File: config.mk
export PLATFORM = sky130hd
export DESIGN_NAME = rfe_fault_event
export DESIGN_NICKNAME = d
export VERILOG_FILES = /design/src/rtl/rfe_record_slot.v /design/src/rtl/rfe_fault_event.v
export VERILOG_INCLUDE_DIRS = /design/src /design/src/rtl
export SDC_FILE = /design/constraint.sdc
export NUM_CORES = 1
export LEC_CHECK = 0
export BUFFER_PORTS_ARGS = -buffer_cell sky130_fd_sc_hd__buf_2
export CORE_UTILIZATION = 63
export DETAILED_ROUTE_END_ITERATION = 8
export PLACE_DENSITY_LB_ADDON = 0.12
export SYNTH_ARGS = -nofsm -noshare
export SYNTH_HDL_FRONTEND = slang
export SYNTH_SLANG_ARGS = --single-unit
File: constraint.sdc
create_clock -name mclk_in -period 23.1 [get_ports mclk_in]
set_input_delay 4.62 -clock mclk_in [delete_from_list [all_inputs] [get_ports mclk_in]]
set_output_delay 4.62 -clock mclk_in [all_outputs]
set_load 0.01 [all_outputs]
File: src/rtl/rfe_regs.vh
// Operation
// - Message already issued leaves before any register read completes.
// - Primary mode: no fault event while primary_pending is set.
// - primary_pending is the OR of all record fault-valid bits.
// - Primary mode: interrupt_pending sets when a fault is recorded with none pending.
// - Primary: pending with mask clear sends message and clears pending; mask set holds.
// - Primary: clearing interrupt_mask while pending sends message and clears pending.
// - Primary: pending cleared silently once software leaves all fault-valid bits clear.
// - Advanced mode: pending taken from advanced_pending; no event while it is set.
// - Advanced: interrupt_pending sets only for index 0 record with nothing pending.
// - Advanced: pending with mask clear sends message and clears pending.
// - Advanced: clearing interrupt_mask while pending sends message and clears pending.
// - Advanced: software clearing advanced_pending clears interrupt_pending without message.
// - Data register: payload 15:0; 31:16 only with 32-bit data, else zero.
// - Low address register holds bits 31:2; bits 1:0 read zero.
// - High address register holds upper 32 bits, else reads zero.
// - Record fault-valid bit 127 sets only after its fields are written.
// - Fault-valid is write-one-to-clear; records sticky, cleared only by power-good reset.
// - Faults from a requester already held in a valid record are merged.
// - Type bit 126: 0 for faulted write, 1 for faulted read.
// - Record holds reason in 103:96 and requester identifier in 79:64.
// - Record holds page address 63:12; bits above guest width read zero.
// - Records are 128-bit aligned, read as four doublewords, valid bit highest.
// - interrupt_mask, control bit 31, resets to one.
// - interrupt_pending, control bit 30, is read-only and set by hardware.
`ifndef RFE_REGS_VH
`define RFE_REGS_VH

`define RFE_ADDR_W        12
`define RFE_OFF_STATUS    12'h034
`define RFE_OFF_CONTROL   12'h038
`define RFE_OFF_DATA      12'h03C
`define RFE_OFF_ADDR_LO   12'h040
`define RFE_OFF_ADDR_HI   12'h044
`define RFE_OFF_ADV_LOG   12'h058
`define RFE_REC_PAGE      4'h1
`define RFE_REC_DW_HI     2'h3

`define RFE_STS_PFO       0
`define RFE_STS_PPF       1
`define RFE_STS_FRI_LO    8
`define RFE_CTL_IP        30
`define RFE_CTL_IM        31
`define RFE_ADV_APF       1
`define RFE_REC_F         127
`define RFE_REC_TYPE      126
`define RFE_DW_F          31
`define RFE_DW_TYPE       30

`define RFE_IM_RESET      1'h1
`define RFE_ZERO32        32'h0000_0000

`endif

File: src/rtl/rfe_record_slot.v
`timescale 1ns/1ps
`include "rfe_regs.vh"

// One sticky 128-bit fault record
module rfe_record_slot #(
    parameter MAX_GUEST_ADDR_WIDTH = 48
) (
    input  wire         mclk_in,
    input  wire         pg_rst_n_in,
    input  wire         load_in,
    input  wire         set_valid_in,
    input  wire         clear_in,
    input  wire [51:0]  page_in,
    input  wire [15:0]  sid_in,
    input  wire [7:0]   reason_in,
    input  wire         is_read_in,
    output wire         valid_out,
    output wire [15:0]  sid_out,
    output wire [127:0] record_out
);
    localparam [63:0] ADDR_MASK = (MAX_GUEST_ADDR_WIDTH >= 64) ? {64{1'b1}} : ((64'h1 << MAX_GUEST_ADDR_WIDTH) - 64'h1);

    reg        valid_ff;
    reg        type_ff;
    reg [7:0]  reason_ff;
    reg [15:0] sid_ff;
    reg [51:0] page_ff;

    wire [63:0] page_masked = {page_ff, 12'h000} & ADDR_MASK;

    always @(posedge mclk_in or negedge pg_rst_n_in) begin
        if (!pg_rst_n_in) begin
            valid_ff  <= 1'b0;
            type_ff   <= 1'b0;
            reason_ff <= 8'h00;
            sid_ff    <= 16'h0000;
            page_ff   <= 52'h0;
        end else begin
            if (load_in) begin
                type_ff   <= is_read_in;
                reason_ff <= reason_in;
                sid_ff    <= sid_in;
                page_ff   <= page_in;
            end
            // Hardware set beats a software clear in the same cycle
            if (set_valid_in)
                valid_ff <= 1'b1;
            else if (clear_in)
                valid_ff <= 1'b0;
        end
    end

    assign valid_out  = valid_ff;
    assign sid_out    = sid_ff;
    assign record_out = {valid_ff, type_ff, 22'h0, reason_ff, 16'h0000, sid_ff,
                         page_masked[63:12], 12'h000};

endmodule // rfe_record_slot

File: src/rtl/rfe_fault_event.v
// Decided for this implementation: the plain strobed port.
`timescale 1ns/1ps
`include "rfe_regs.vh"

// Fault recording and fault event message generation
module rfe_fault_event #(
    parameter NUM_REC    = 4,
    parameter IDX_W      = 2,
    parameter MAX_GUEST_ADDR_WIDTH       = 48,
    parameter MSG_DATA32 = 1,
    parameter MSG_ADDR64 = 1
) (
    input  wire                   mclk_in,
    input  wire                   resetn_in,
    input  wire                   pwrgood_resetn_in,
    input  wire [`RFE_ADDR_W-1:0] reg_addr_in,
    input  wire [31:0]            reg_wdata_in,
    input  wire                   reg_wr_in,
    input  wire                   reg_rd_in,
    output reg  [31:0]            reg_rdata_out,
    input  wire                   adv_mode_in,
    input  wire                   fault_in,
    input  wire [51:0]            fault_page_in,
    input  wire [15:0]            fault_sid_in,
    input  wire [7:0]             fault_reason_in,
    input  wire                   fault_is_read_in,
    input  wire                   adv_rec_in,
    input  wire                   adv_rec_idx_zero_in,
    output wire                   primary_pending_out,
    output wire                   msg_valid_out,
    output wire [63:0]            msg_addr_out,
    output wire [31:0]            msg_data_out
);
    // Reset release through two flops, one chain per reset
    reg  [1:0] rst_sync_ff;
    reg  [1:0] pg_sync_ff;
    wire       rst_n    = rst_sync_ff[1];
    wire       pg_rst_n = pg_sync_ff[1];

    always @(posedge mclk_in or negedge resetn_in) begin
        if (!resetn_in)
            rst_sync_ff <= 2'h0;
        else
            rst_sync_ff <= {rst_sync_ff[0], 1'b1};
    end

    // Power-good chain ignores the ordinary reset pin and follows only its own pin
    always @(posedge mclk_in or negedge pwrgood_resetn_in) begin
        if (!pwrgood_resetn_in)
            pg_sync_ff <= 2'h0;
        else
            pg_sync_ff <= {pg_sync_ff[0], 1'b1};
    end

    // Register decode
    wire                 wr_sts  = reg_wr_in && (reg_addr_in == `RFE_OFF_STATUS);
    wire                 wr_ctl  = reg_wr_in && (reg_addr_in == `RFE_OFF_CONTROL);
    wire                 wr_data = reg_wr_in && (reg_addr_in == `RFE_OFF_DATA);
    wire                 wr_alo  = reg_wr_in && (reg_addr_in == `RFE_OFF_ADDR_LO);
    wire                 wr_ahi  = reg_wr_in && (reg_addr_in == `RFE_OFF_ADDR_HI);
    wire                 wr_adv  = reg_wr_in && (reg_addr_in == `RFE_OFF_ADV_LOG);
    wire [3:0]           acc_slot = reg_addr_in[7:4];
    wire [1:0]           acc_dw   = reg_addr_in[3:2];
    wire                 acc_rec  = (reg_addr_in[11:8] == `RFE_REC_PAGE) &&
                                    (reg_addr_in[1:0] == 2'h0) &&
                                    ({28'h0, acc_slot} < NUM_REC);

    // Event and message state
    reg                  im_ff;
    reg                  ip_ff;
    reg                  apf_ff;
    reg                  pfo_ff;
    reg [IDX_W-1:0]      fri_ff;
    reg [IDX_W-1:0]      wr_idx_ff;
    reg                  rec_pend_ff;
    reg                  rec_first_ff;
    reg [IDX_W-1:0]      rec_idx_ff;
    reg [31:0]           data_ff;
    reg [31:2]           alo_ff;
    reg [31:0]           ahi_ff;
    reg                  msg_valid_ff;
    reg [63:0]           msg_addr_ff;
    reg [31:0]           msg_data_ff;

    // Record array
    wire [NUM_REC-1:0]   valid_vec;
    wire [NUM_REC-1:0]   sid_hit;
    wire [NUM_REC-1:0]   load_vec;
    wire [NUM_REC-1:0]   setv_vec;
    wire [NUM_REC-1:0]   clr_vec;
    wire [127:0]         rec_word [0:NUM_REC-1];
    wire [15:0]          rec_sid  [0:NUM_REC-1];

    wire primary_pending       = |valid_vec;
    wire merged    = |sid_hit;
    wire slot_busy = valid_vec[wr_idx_ff];
    wire prim_rec  = fault_in && !adv_mode_in;
    wire do_load   = prim_rec && !merged && !slot_busy;
    wire do_ovf    = prim_rec && !merged && slot_busy;

    genvar gi;
    generate
        for (gi = 0; gi < NUM_REC; gi = gi + 1) begin : g_rec
            assign sid_hit[gi]  = valid_vec[gi] && (rec_sid[gi] == fault_sid_in);
            assign load_vec[gi] = do_load && (wr_idx_ff == gi);
            assign setv_vec[gi] = rec_pend_ff && (rec_idx_ff == gi);
            // Fault-valid clears when a one lands on bit 31 of the top doubleword
            assign clr_vec[gi]  = reg_wr_in && acc_rec && (acc_slot == gi) &&
                                  (acc_dw == `RFE_REC_DW_HI) &&
                                  reg_wdata_in[`RFE_DW_F];

            rfe_record_slot #(
                .MAX_GUEST_ADDR_WIDTH (MAX_GUEST_ADDR_WIDTH)
            ) u_slot (
                .mclk_in      (mclk_in),
                .pg_rst_n_in  (pg_rst_n),
                .load_in      (load_vec[gi]),
                .set_valid_in (setv_vec[gi]),
                .clear_in     (clr_vec[gi]),
                .page_in      (fault_page_in),
                .sid_in       (fault_sid_in),
                .reason_in    (fault_reason_in),
                .is_read_in   (fault_is_read_in),
                .valid_out    (valid_vec[gi]),
                .sid_out      (rec_sid[gi]),
                .record_out   (rec_word[gi])
            );
        end
    endgenerate

    // Recording index and in-flight record, valid bit follows one cycle after the fields
    always @(posedge mclk_in or negedge rst_n) begin
        if (!rst_n) begin
            wr_idx_ff    <= {IDX_W{1'b0}};
            rec_pend_ff  <= 1'b0;
            rec_first_ff <= 1'b0;
            rec_idx_ff   <= {IDX_W{1'b0}};
        end else begin
            rec_pend_ff <= do_load;
            if (do_load) begin
                rec_idx_ff   <= wr_idx_ff;
                rec_first_ff <= !primary_pending && !rec_pend_ff;
                wr_idx_ff    <= (wr_idx_ff == NUM_REC - 1) ? {IDX_W{1'b0}} :
                                wr_idx_ff + {{(IDX_W-1){1'b0}}, 1'b1};
            end
        end
    end

    // Event conditions
    wire prim_set  = !adv_mode_in && rec_pend_ff && rec_first_ff;
    wire adv_hit   = adv_mode_in && adv_rec_in && adv_rec_idx_zero_in;
    wire adv_set   = adv_hit && !apf_ff;
    wire apf_clr   = wr_adv && reg_wdata_in[`RFE_ADV_APF];
    wire prim_quiet = !adv_mode_in && ip_ff && !primary_pending && !rec_pend_ff;
    wire adv_quiet = adv_mode_in && ip_ff && apf_ff && apf_clr;
    wire ip_set    = prim_set || adv_set;
    wire quiet     = prim_quiet || adv_quiet;
    // Mask clear, either held or just written, releases the message
    wire send      = ip_ff && !im_ff && !quiet;

    // Sticky status: first index, overflow, advanced pending
    always @(posedge mclk_in or negedge pg_rst_n) begin
        if (!pg_rst_n) begin
            fri_ff <= {IDX_W{1'b0}};
            pfo_ff <= 1'b0;
            apf_ff <= 1'b0;
        end else begin
            if (prim_set)
                fri_ff <= rec_idx_ff;
            if (do_ovf)
                pfo_ff <= 1'b1;
            else if (wr_sts && reg_wdata_in[`RFE_STS_PFO])
                pfo_ff <= 1'b0;
            if (adv_set)
                apf_ff <= 1'b1;
            else if (apf_clr)
                apf_ff <= 1'b0;
        end
    end

    // Control and message registers
    always @(posedge mclk_in or negedge rst_n) begin
        if (!rst_n) begin
            im_ff   <= `RFE_IM_RESET;
            ip_ff   <= 1'b0;
            data_ff <= `RFE_ZERO32;
            alo_ff  <= 30'h0;
            ahi_ff  <= `RFE_ZERO32;
        end else begin
            if (wr_ctl)
                im_ff <= reg_wdata_in[`RFE_CTL_IM];
            // Hardware set beats any clear in the same cycle
            if (ip_set)
                ip_ff <= 1'b1;
            else if (send || quiet)
                ip_ff <= 1'b0;
            if (wr_data) begin
                data_ff[15:0] <= reg_wdata_in[15:0];
                if (MSG_DATA32 != 0)
                    data_ff[31:16] <= reg_wdata_in[31:16];
            end
            if (wr_alo)
                alo_ff <= reg_wdata_in[31:2];
            if (wr_ahi && (MSG_ADDR64 != 0))
                ahi_ff <= reg_wdata_in;
        end
    end

    // One posted write per event, a single-cycle pulse that cannot be held back
    always @(posedge mclk_in or negedge rst_n) begin
        if (!rst_n) begin
            msg_valid_ff <= 1'b0;
            msg_addr_ff  <= 64'h0;
            msg_data_ff  <= `RFE_ZERO32;
        end else begin
            msg_valid_ff <= send;
            if (send) begin
                msg_addr_ff <= {ahi_ff, alo_ff, 2'h0};
                msg_data_ff <= data_ff;
            end
        end
    end

    assign msg_valid_out       = msg_valid_ff;
    assign msg_addr_out        = msg_addr_ff;
    assign msg_data_out        = msg_data_ff;
    assign primary_pending_out = primary_pending;

    // Read mux
    reg [31:0]  rd_mux;
    reg [127:0] rd_rec;

    always @* begin
        rd_mux = `RFE_ZERO32;
        rd_rec = rec_word[acc_slot[IDX_W-1:0]];
        if (acc_rec) begin
            rd_mux = rd_rec[acc_dw*32 +: 32];
        end else begin
            case (reg_addr_in)
                `RFE_OFF_STATUS: begin
                    rd_mux[`RFE_STS_FRI_LO +: IDX_W] = fri_ff;
                    rd_mux[`RFE_STS_PPF]             = primary_pending;
                    rd_mux[`RFE_STS_PFO]             = pfo_ff;
                end
                `RFE_OFF_CONTROL: begin
                    rd_mux[`RFE_CTL_IM] = im_ff;
                    rd_mux[`RFE_CTL_IP] = ip_ff;
                end
                `RFE_OFF_DATA:    rd_mux = data_ff;
                `RFE_OFF_ADDR_LO: rd_mux = {alo_ff, 2'h0};
                `RFE_OFF_ADDR_HI: rd_mux = ahi_ff;
                `RFE_OFF_ADV_LOG: rd_mux[`RFE_ADV_APF] = apf_ff;
                default:          rd_mux = `RFE_ZERO32;
            endcase
        end
    end

    // Read data stands only in the cycle after the strobe
    always @(posedge mclk_in or negedge rst_n) begin
        if (!rst_n)
            reg_rdata_out <= `RFE_ZERO32;
        else if (reg_rd_in)
            reg_rdata_out <= rd_mux;
        else
            reg_rdata_out <= `RFE_ZERO32;
    end

endmodule // rfe_fault_event

==> results of run 1 <==
[sequential cells by signal (all words and copies together) (netlist names), 4 cells and up]
signal	count
ahi_ff	32
alo_ff	30
data_ff	32
g_rec.u_slot.page_ff	144
g_rec.u_slot.reason_ff	32
g_rec.u_slot.sid_out	64
g_rec.u_slot.type_ff	4
g_rec.u_slot.valid_out	4
msg_addr_out	62
msg_data_out	32
reg_rdata_out	32
[where the power goes]
group / leakage (nW) / total [W] / internal [W] / switching (W)
clock network: 0.783 / 0.000768 / 0.000444 / 0.000324
logic: 4.88 / 0.0000917 / 0.0000401 / 0.0000516
registers: 6.60 / 0.000883 / 0.000868 / 0.0000152
[final cells by class]
class                   instances  area share
inverters                       6    0.000915
clock buffers                  74      0.0590
repair buffers                264      0.0561
diodes                         14     0.00142
well taps                     448      0.0228
multi-input cells             834       0.362
flip-flops and latches        485       0.494
clock inverters                15     0.00453
[worst min-delay path by stage]
stage                           endpoint  depth (start not counted)  slack, ns
after detailed placement   pg_sync_ff[1]                          0       0.34
final                      pg_sync_ff[1]                          0       0.36
after global routing      rst_sync_ff[1]                          0       0.37
after floorplan            pg_sync_ff[1]                          0       0.33
after global placement     pg_sync_ff[1]                          0       0.34
after CTS                  pg_sync_ff[1]                          0       0.36
[cell families (layout without fill, tap and decap cells)]
logic type                 count (synthesis)  count (layout)
DFF                                      485             485
muxes                                    509             509
other                                      2              18
AOI/OAI and AO/OA                        115             115
adders and majority gates                  4               4
buffers and inverters                    106             359
and+or+nand+nor                          138             138
xor gates and xnor gates                  64              64
[layer usage]
metal	track usage	routed length [µm]	vias up
li1	-	-	5691
met1	0.429	21800	6767
met2	0.456	23900	382
met3	0.0657	3360	81
met4	0.0930	1190	6
met5	0	28	-
[through the flow]
step	instance area, µm²	total power, W	util	hold WS [ns]
floorplan	21600	0.000954	-	0.331
CTS	24600	0.00176	0.731	0.357
detailed placement	23000	0.000990	0.684	0.341
global placement	23000	0.000987	0.684	0.338
global route	24600	0.00180	0.731	0.369
finish	24600	0.00174	0.732	0.362
[synth_stat cells (8+ instances only)]
cell type  number
a211oi_1       20
buf_2          41
mux2i_1         8
mux4_2         62
buf_4          30
mux2_4         49
nand2_1        78
dfrtp_1       484
xor2_1         60
o21ai_0         9
a21oi_1        26
a222oi_1       11
mux2_1         56
nor4_1         13
mux2_2        334
clkbuf_1       18
a221oi_1       25
a22o_1          8
==> metrics.txt, run 1 <==
post-synthesis cell count 1,423; area delta synth->final 13.8%; Synth Flop Type dfrtp_1; register area 12,100 µm²; Worst-Skew Late Latency 0.59 ns; H-tree levels 2; CTS sink cnt 485; simple-gate share of the synthesized area 0.0357; maximum vdd ir drop 0.0000581 V; main combinational cell family by area after synthesis multiplexers; gr ovfl total 0; setup bufs post-CTS 0; final net count 1,774; HP Class flip-flop to flip-flop; Synth area leaders dfrtp_1 56%, mux2_2 17%, mux4_2 6.5%; Slew @ Worst Pin 1.07 ns; fin crit period 7.66 ns; Syn Std Cell Area 21,600 µm²; global-route wire length before repair 79,900 µm; Total GRT Usage 0.298; Leak 12.3 nW; Post-Layout Cell Count 2,140; setup slack after layout 15.44 ns; Critical Path Fanout Max 33; die height 187 µm; largest net degree at the start of global routing 88; Critical Path Source reg_addr_in[7]; cts bufs inserted 49; Distinct cells, synth 57; wire length per cell 23.5 µm; CTS resizes 0; status finished clean; YS warnings 0; Inst Count DP 2,037; share of the synthesized area in the top cell type 0.560; commonest non-fill, non-tap cells in the layout 482 x dfrtp_1, 334 x mux2_2, 240 x buf_2; Fin. Hold Viols 0; FP Rows 67; FF-to-FF Start g_rec[0].u_slot.valid_out; post-synthesis mux area share 0.306; R2R Setup Slk 20.09 ns; Final Skew 0.0191 ns; Crit Path Class input pin to flip-flop; CP Launch Type input pin; total detailed-routing wirelength 50,300 µm; RR Endpoint msg_addr_out[22]; sequential share of the synthesized area 0.562; via count 12,900; multi-input logic area 8890 µm²; Largest stage delay, worst path 0.83 ns; # port buffers 241; DRT iter0 DRCs 852; worst-path cell with the longest stage delay nor2_4; CTS tree yes; fmax 0.131 GHz; CP top delay family simple AND/OR/NAND/NOR gates; core region area 33,600 µm²; final setup violation count 0; Vias/cell 6.04; Max Cap Violations 0; Die ar. 35,000 µm²; Placer Congestion 0.833; io pins 260; Reg2Reg Depth 6; post-synthesis adder-cell area fraction 0.00232; CTS Hold Bufs 0; RSZ-0062 raised after global routing no; Setup crit end kind flip-flop; Cell Chain, Critical Path buf_2 > nor4_4 > nand4b_1 > or3_4 > nor2_4 > nand2_1 > buf_4 > mux2_2; Slew headroom 0.286; dpl hpwl 33,000 µm; Synth Register Bits 485; TNS Setup 0 ns; CTS root buf clkbuf_16; Reg clk slew, reported paths 0.06 ns; share of cells above drive strength 1 0.480; vias in the first global route 13,500; syn avg cell area 15.2 µm²; xor/xnor cell area share of the yosys netlist 0.0259; fillers 2,278; Synth Area in Compound Gates 0.0405; dpl ws 14.84 ns; Power Density 70.8 nW/µm²; Crit path buffers/inverters 2; drc violations 0; cell count along the critical path 8; Worst Path Required 23.57 ns; number of flops mapped to enable cells by yosys 0; Detail Route Antenna Nets 0; Worst setup endpoint ahi_ff[2]; Hold Path Origin pg_sync_ff[0]; Die X 187 µm; maximum root-to-sink buffer count 3; Async SR Flop Fraction 1.00; Initial Utilization 0.643; fin crit share 0.332; initial antenna violation count 11; commonest non-fill, non-tap cell in the layout dfrtp_1; crit path DAT 8.13 ns; final slew viol count 0; DRT Pass-1 Iters 6; leading area contributor after synthesis dfrtp_1
Power figures use the tool's default switching activity.
==> run 2: changes to the inputs <==
- CORE_UTILIZATION: 63 -> 58
- clock period: 23.1 -> 8.05 ns (I/O delays scaled with it)
==> run 2 against run 1 <==
  * Die area grew 8.5%
  * Highest routed layer unchanged
  * Non-clock buffer count down 5
  * Flip-flop and latch count is the same
  * Clock skew is 0.0044 ns lower
  * Register-to-register slack got worse by 15 ns
  * Sequential share of layout area unchanged
  * Clock power grew to 2.9 times the previous value
  * Design area did not move
  * Worst hold slack worse by 0.027 ns
==> metrics.txt, run 2 (synthesis gave the netlist of run 1 again) <==
initial antenna violation count 8 (-3); Top reg by flops g_rec.u_slot.page_ff; Initial Utilization 0.590 (-0.0526); Reg clk slew, reported paths 0.06 ns (about the same); Leak 12.3 nW (-0.11%); TNS Setup 0 ns (unchanged); Placer Congestion 0.841 (+0.96%); Setup crit end kind flip-flop; CTS resizes 0 (unchanged); worst-path cell with the longest stage delay nand2_2; Worst Path Required 8.51 ns (-15.06 ns); Largest register FFs 144 (unchanged); Vias/cell 5.97 (-1.1%); Critical Path Fanout Max 33 (unchanged); maximum vdd ir drop 0.000256 V (+340%); Total GRT Usage 0.272 (-0.0255); vias in the first global route 13,200 (-2.1%); CTS sink cnt 485 (unchanged); setup bufs post-CTS 0 (unchanged); DRT iter0 DRCs 653 (-23%); commonest non-fill, non-tap cells in the layout 482 x dfrtp_1, 334 x mux2_2, 240 x buf_2; FF-to-FF Start g_rec[1].u_slot.sid_out[8]; CP top delay family simple AND/OR/NAND/NOR gates; HP Class flip-flop to async pin; drc violations 0 (unchanged); Clk pwr share 0.446 (+0.005); H-tree levels 2 (unchanged); P_int 0.00391 W (+190%); RR Endpoint g_rec[3].u_slot.page_ff[5]; core region area 36,600 µm² (+8.9%); fin crit share 0.569; Worst-Skew Late Latency 0.59 ns (about the same); Fin Hold WS 0.335 ns (-0.0269 ns); io pins 260 (unchanged); crit path DAT 5.04 ns (-3.09 ns); fin crit period 4.58 ns; global-route wire length before repair 78,800 µm (-1.5%); Reg2Reg Depth 7 (+1); FP Rows 70 (+4.5%); Worst setup endpoint ahi_ff[6]; cell count along the critical path 7 (-1); Fin. Hold Viols 0 (unchanged); Critical Path Source reg_addr_in[7]; RSZ-0062 raised after global routing no; cts bufs inserted 50 (+2.0%); CTS tree yes; total detailed-routing wirelength 50,600 µm (+0.64%); final slew viol count 0 (unchanged); DRT Pass-1 Iters 4 (-2); fillers 2,638 (+16%); commonest non-fill, non-tap cell in the layout dfrtp_1; final setup violation count 0 (unchanged); die height 195 µm (+4.2%); status finished clean; Final Skew 0.0148 ns (-0.00437 ns); Seq pwr share 0.502 (-0.005); Die ar. 38,000 µm² (+8.5%); Sw Pwr 0.00113 W (+190%); Slew @ Worst Pin 1.13 ns (+0.0551 ns); wire length per cell 23.6 µm (+0.69%); Crit path buffers/inverters 1 (-1); Largest stage delay, worst path 0.82 ns (about the same); Cell Chain, Critical Path buf_2 > nor4_4 > nand4b_1 > or3_4 > nor2_4 > nand2_2 > mux2_2; maximum root-to-sink buffer count 3 (unchanged); Power Density 205 nW/µm² (+190%); Die X 195 µm (+4.2%); Crit Path Class input pin to flip-flop; share of cells above drive strength 1 0.481 (+0.00137); area delta synth->final 13.8% (unchanged); gr ovfl total 0 (unchanged); Max Cap Violations 0 (unchanged); R2R Setup Slk 5.19 ns (-14.90 ns); fmax 0.218 GHz; Slew headroom 0.249 (-0.0368); dpl hpwl 32,800 µm (-0.43%); final net count 1,770 (-0.23%); via count 12,800 (-1.2%); Switching Share 0.224 (-0.000324); CTS Hold Bufs 0 (unchanged); # port buffers 241 (unchanged); largest net degree at the start of global routing 186 (+110%); Comb power frac 0.052 (about the same); Detail Route Antenna Nets 0 (unchanged); CTS root buf clkbuf_16; CP Launch Type input pin
run 2: cell count changes in the layout (fill, tap and decap cells not counted):
cell and delta:
nand2_2 +3, clkbuf_8 +3, clkinvlp_4 +1, nand2_1 -3, clkinv_8 -1, inv_6 +1
clkbuf_1 -5, buf_4 -6, buf_12 +1, clkbuf_16 +1, diode_2 -10, clkinv_2 -6
run 2: worst min path at each step:
stage	slack (ns)	endpoint
after floorplan	0.33	pg_sync_ff[1]
after global placement	0.33	pg_sync_ff[1]
after detailed placement	0.34	rst_sync_ff[1]
after CTS	0.36	msg_data_out[24]
after global routing	0.36	rst_sync_ff[1]
final	0.33	msg_valid_out
run 2: cell type report:
| cell class | instances | area (µm²) | share of cell area |
|---|---|---|---|
| antenna | 4 | 10.0 | 0.000407 |
| clock buffer | 73 | 1500 | 0.0609 |
| clock inverter | 10 | 81.3 | 0.00331 |
| inverter | 6 | 22.5 | 0.000915 |
| multi-input combinational | 834 | 8900 | 0.362 |
| sequential | 485 | 12100 | 0.494 |
| tap | 468 | 586 | 0.0238 |
| timing repair buffer | 259 | 1360 | 0.0551 |
run 2: metrics by stage:
| stage | total power [W] | setup slack (ns) | instance area, µm² | std cells | utilization |
|---|---|---|---|---|---|
| 2_1_floorplan | 0.00274 | 0.447 | 21600 | 1425 | - |
| 3_3_place_gp | 0.00283 | 2.83 | 23000 | 2052 | 0.629 |
| 3_5_place_dp | 0.00284 | 2.80 | 23000 | 2052 | 0.629 |
| 4_1_cts | 0.00509 | 3.41 | 24600 | 2135 | 0.672 |
| 5_1_grt | 0.00521 | 3.36 | 24600 | 2135 | 0.672 |
| 6_report | 0.00504 | 3.47 | 24600 | 2139 | 0.672 |
run 2: power by group through the flow:
stage | combinational, W | clock, W | sequential (W)
after global placement | 0.000261 | 0 | 0.00257
after global routing | 0.000290 | 0.00238 | 0.00254
after detailed placement | 0.000267 | 0 | 0.00258
after floorplan | 0.000149 | 0 | 0.00259
final | 0.000264 | 0.00225 | 0.00253
after CTS | 0.000268 | 0.00229 | 0.00253
run 2: per-layer routing:
metal,global-route usage,share of wire,vias to the layer above
met5,0,0.0014,-
met4,0.0875,0.026,10
met3,0.0642,0.063,83
met2,0.423,0.47,350
met1,0.381,0.44,6670
li1,-,-,5665
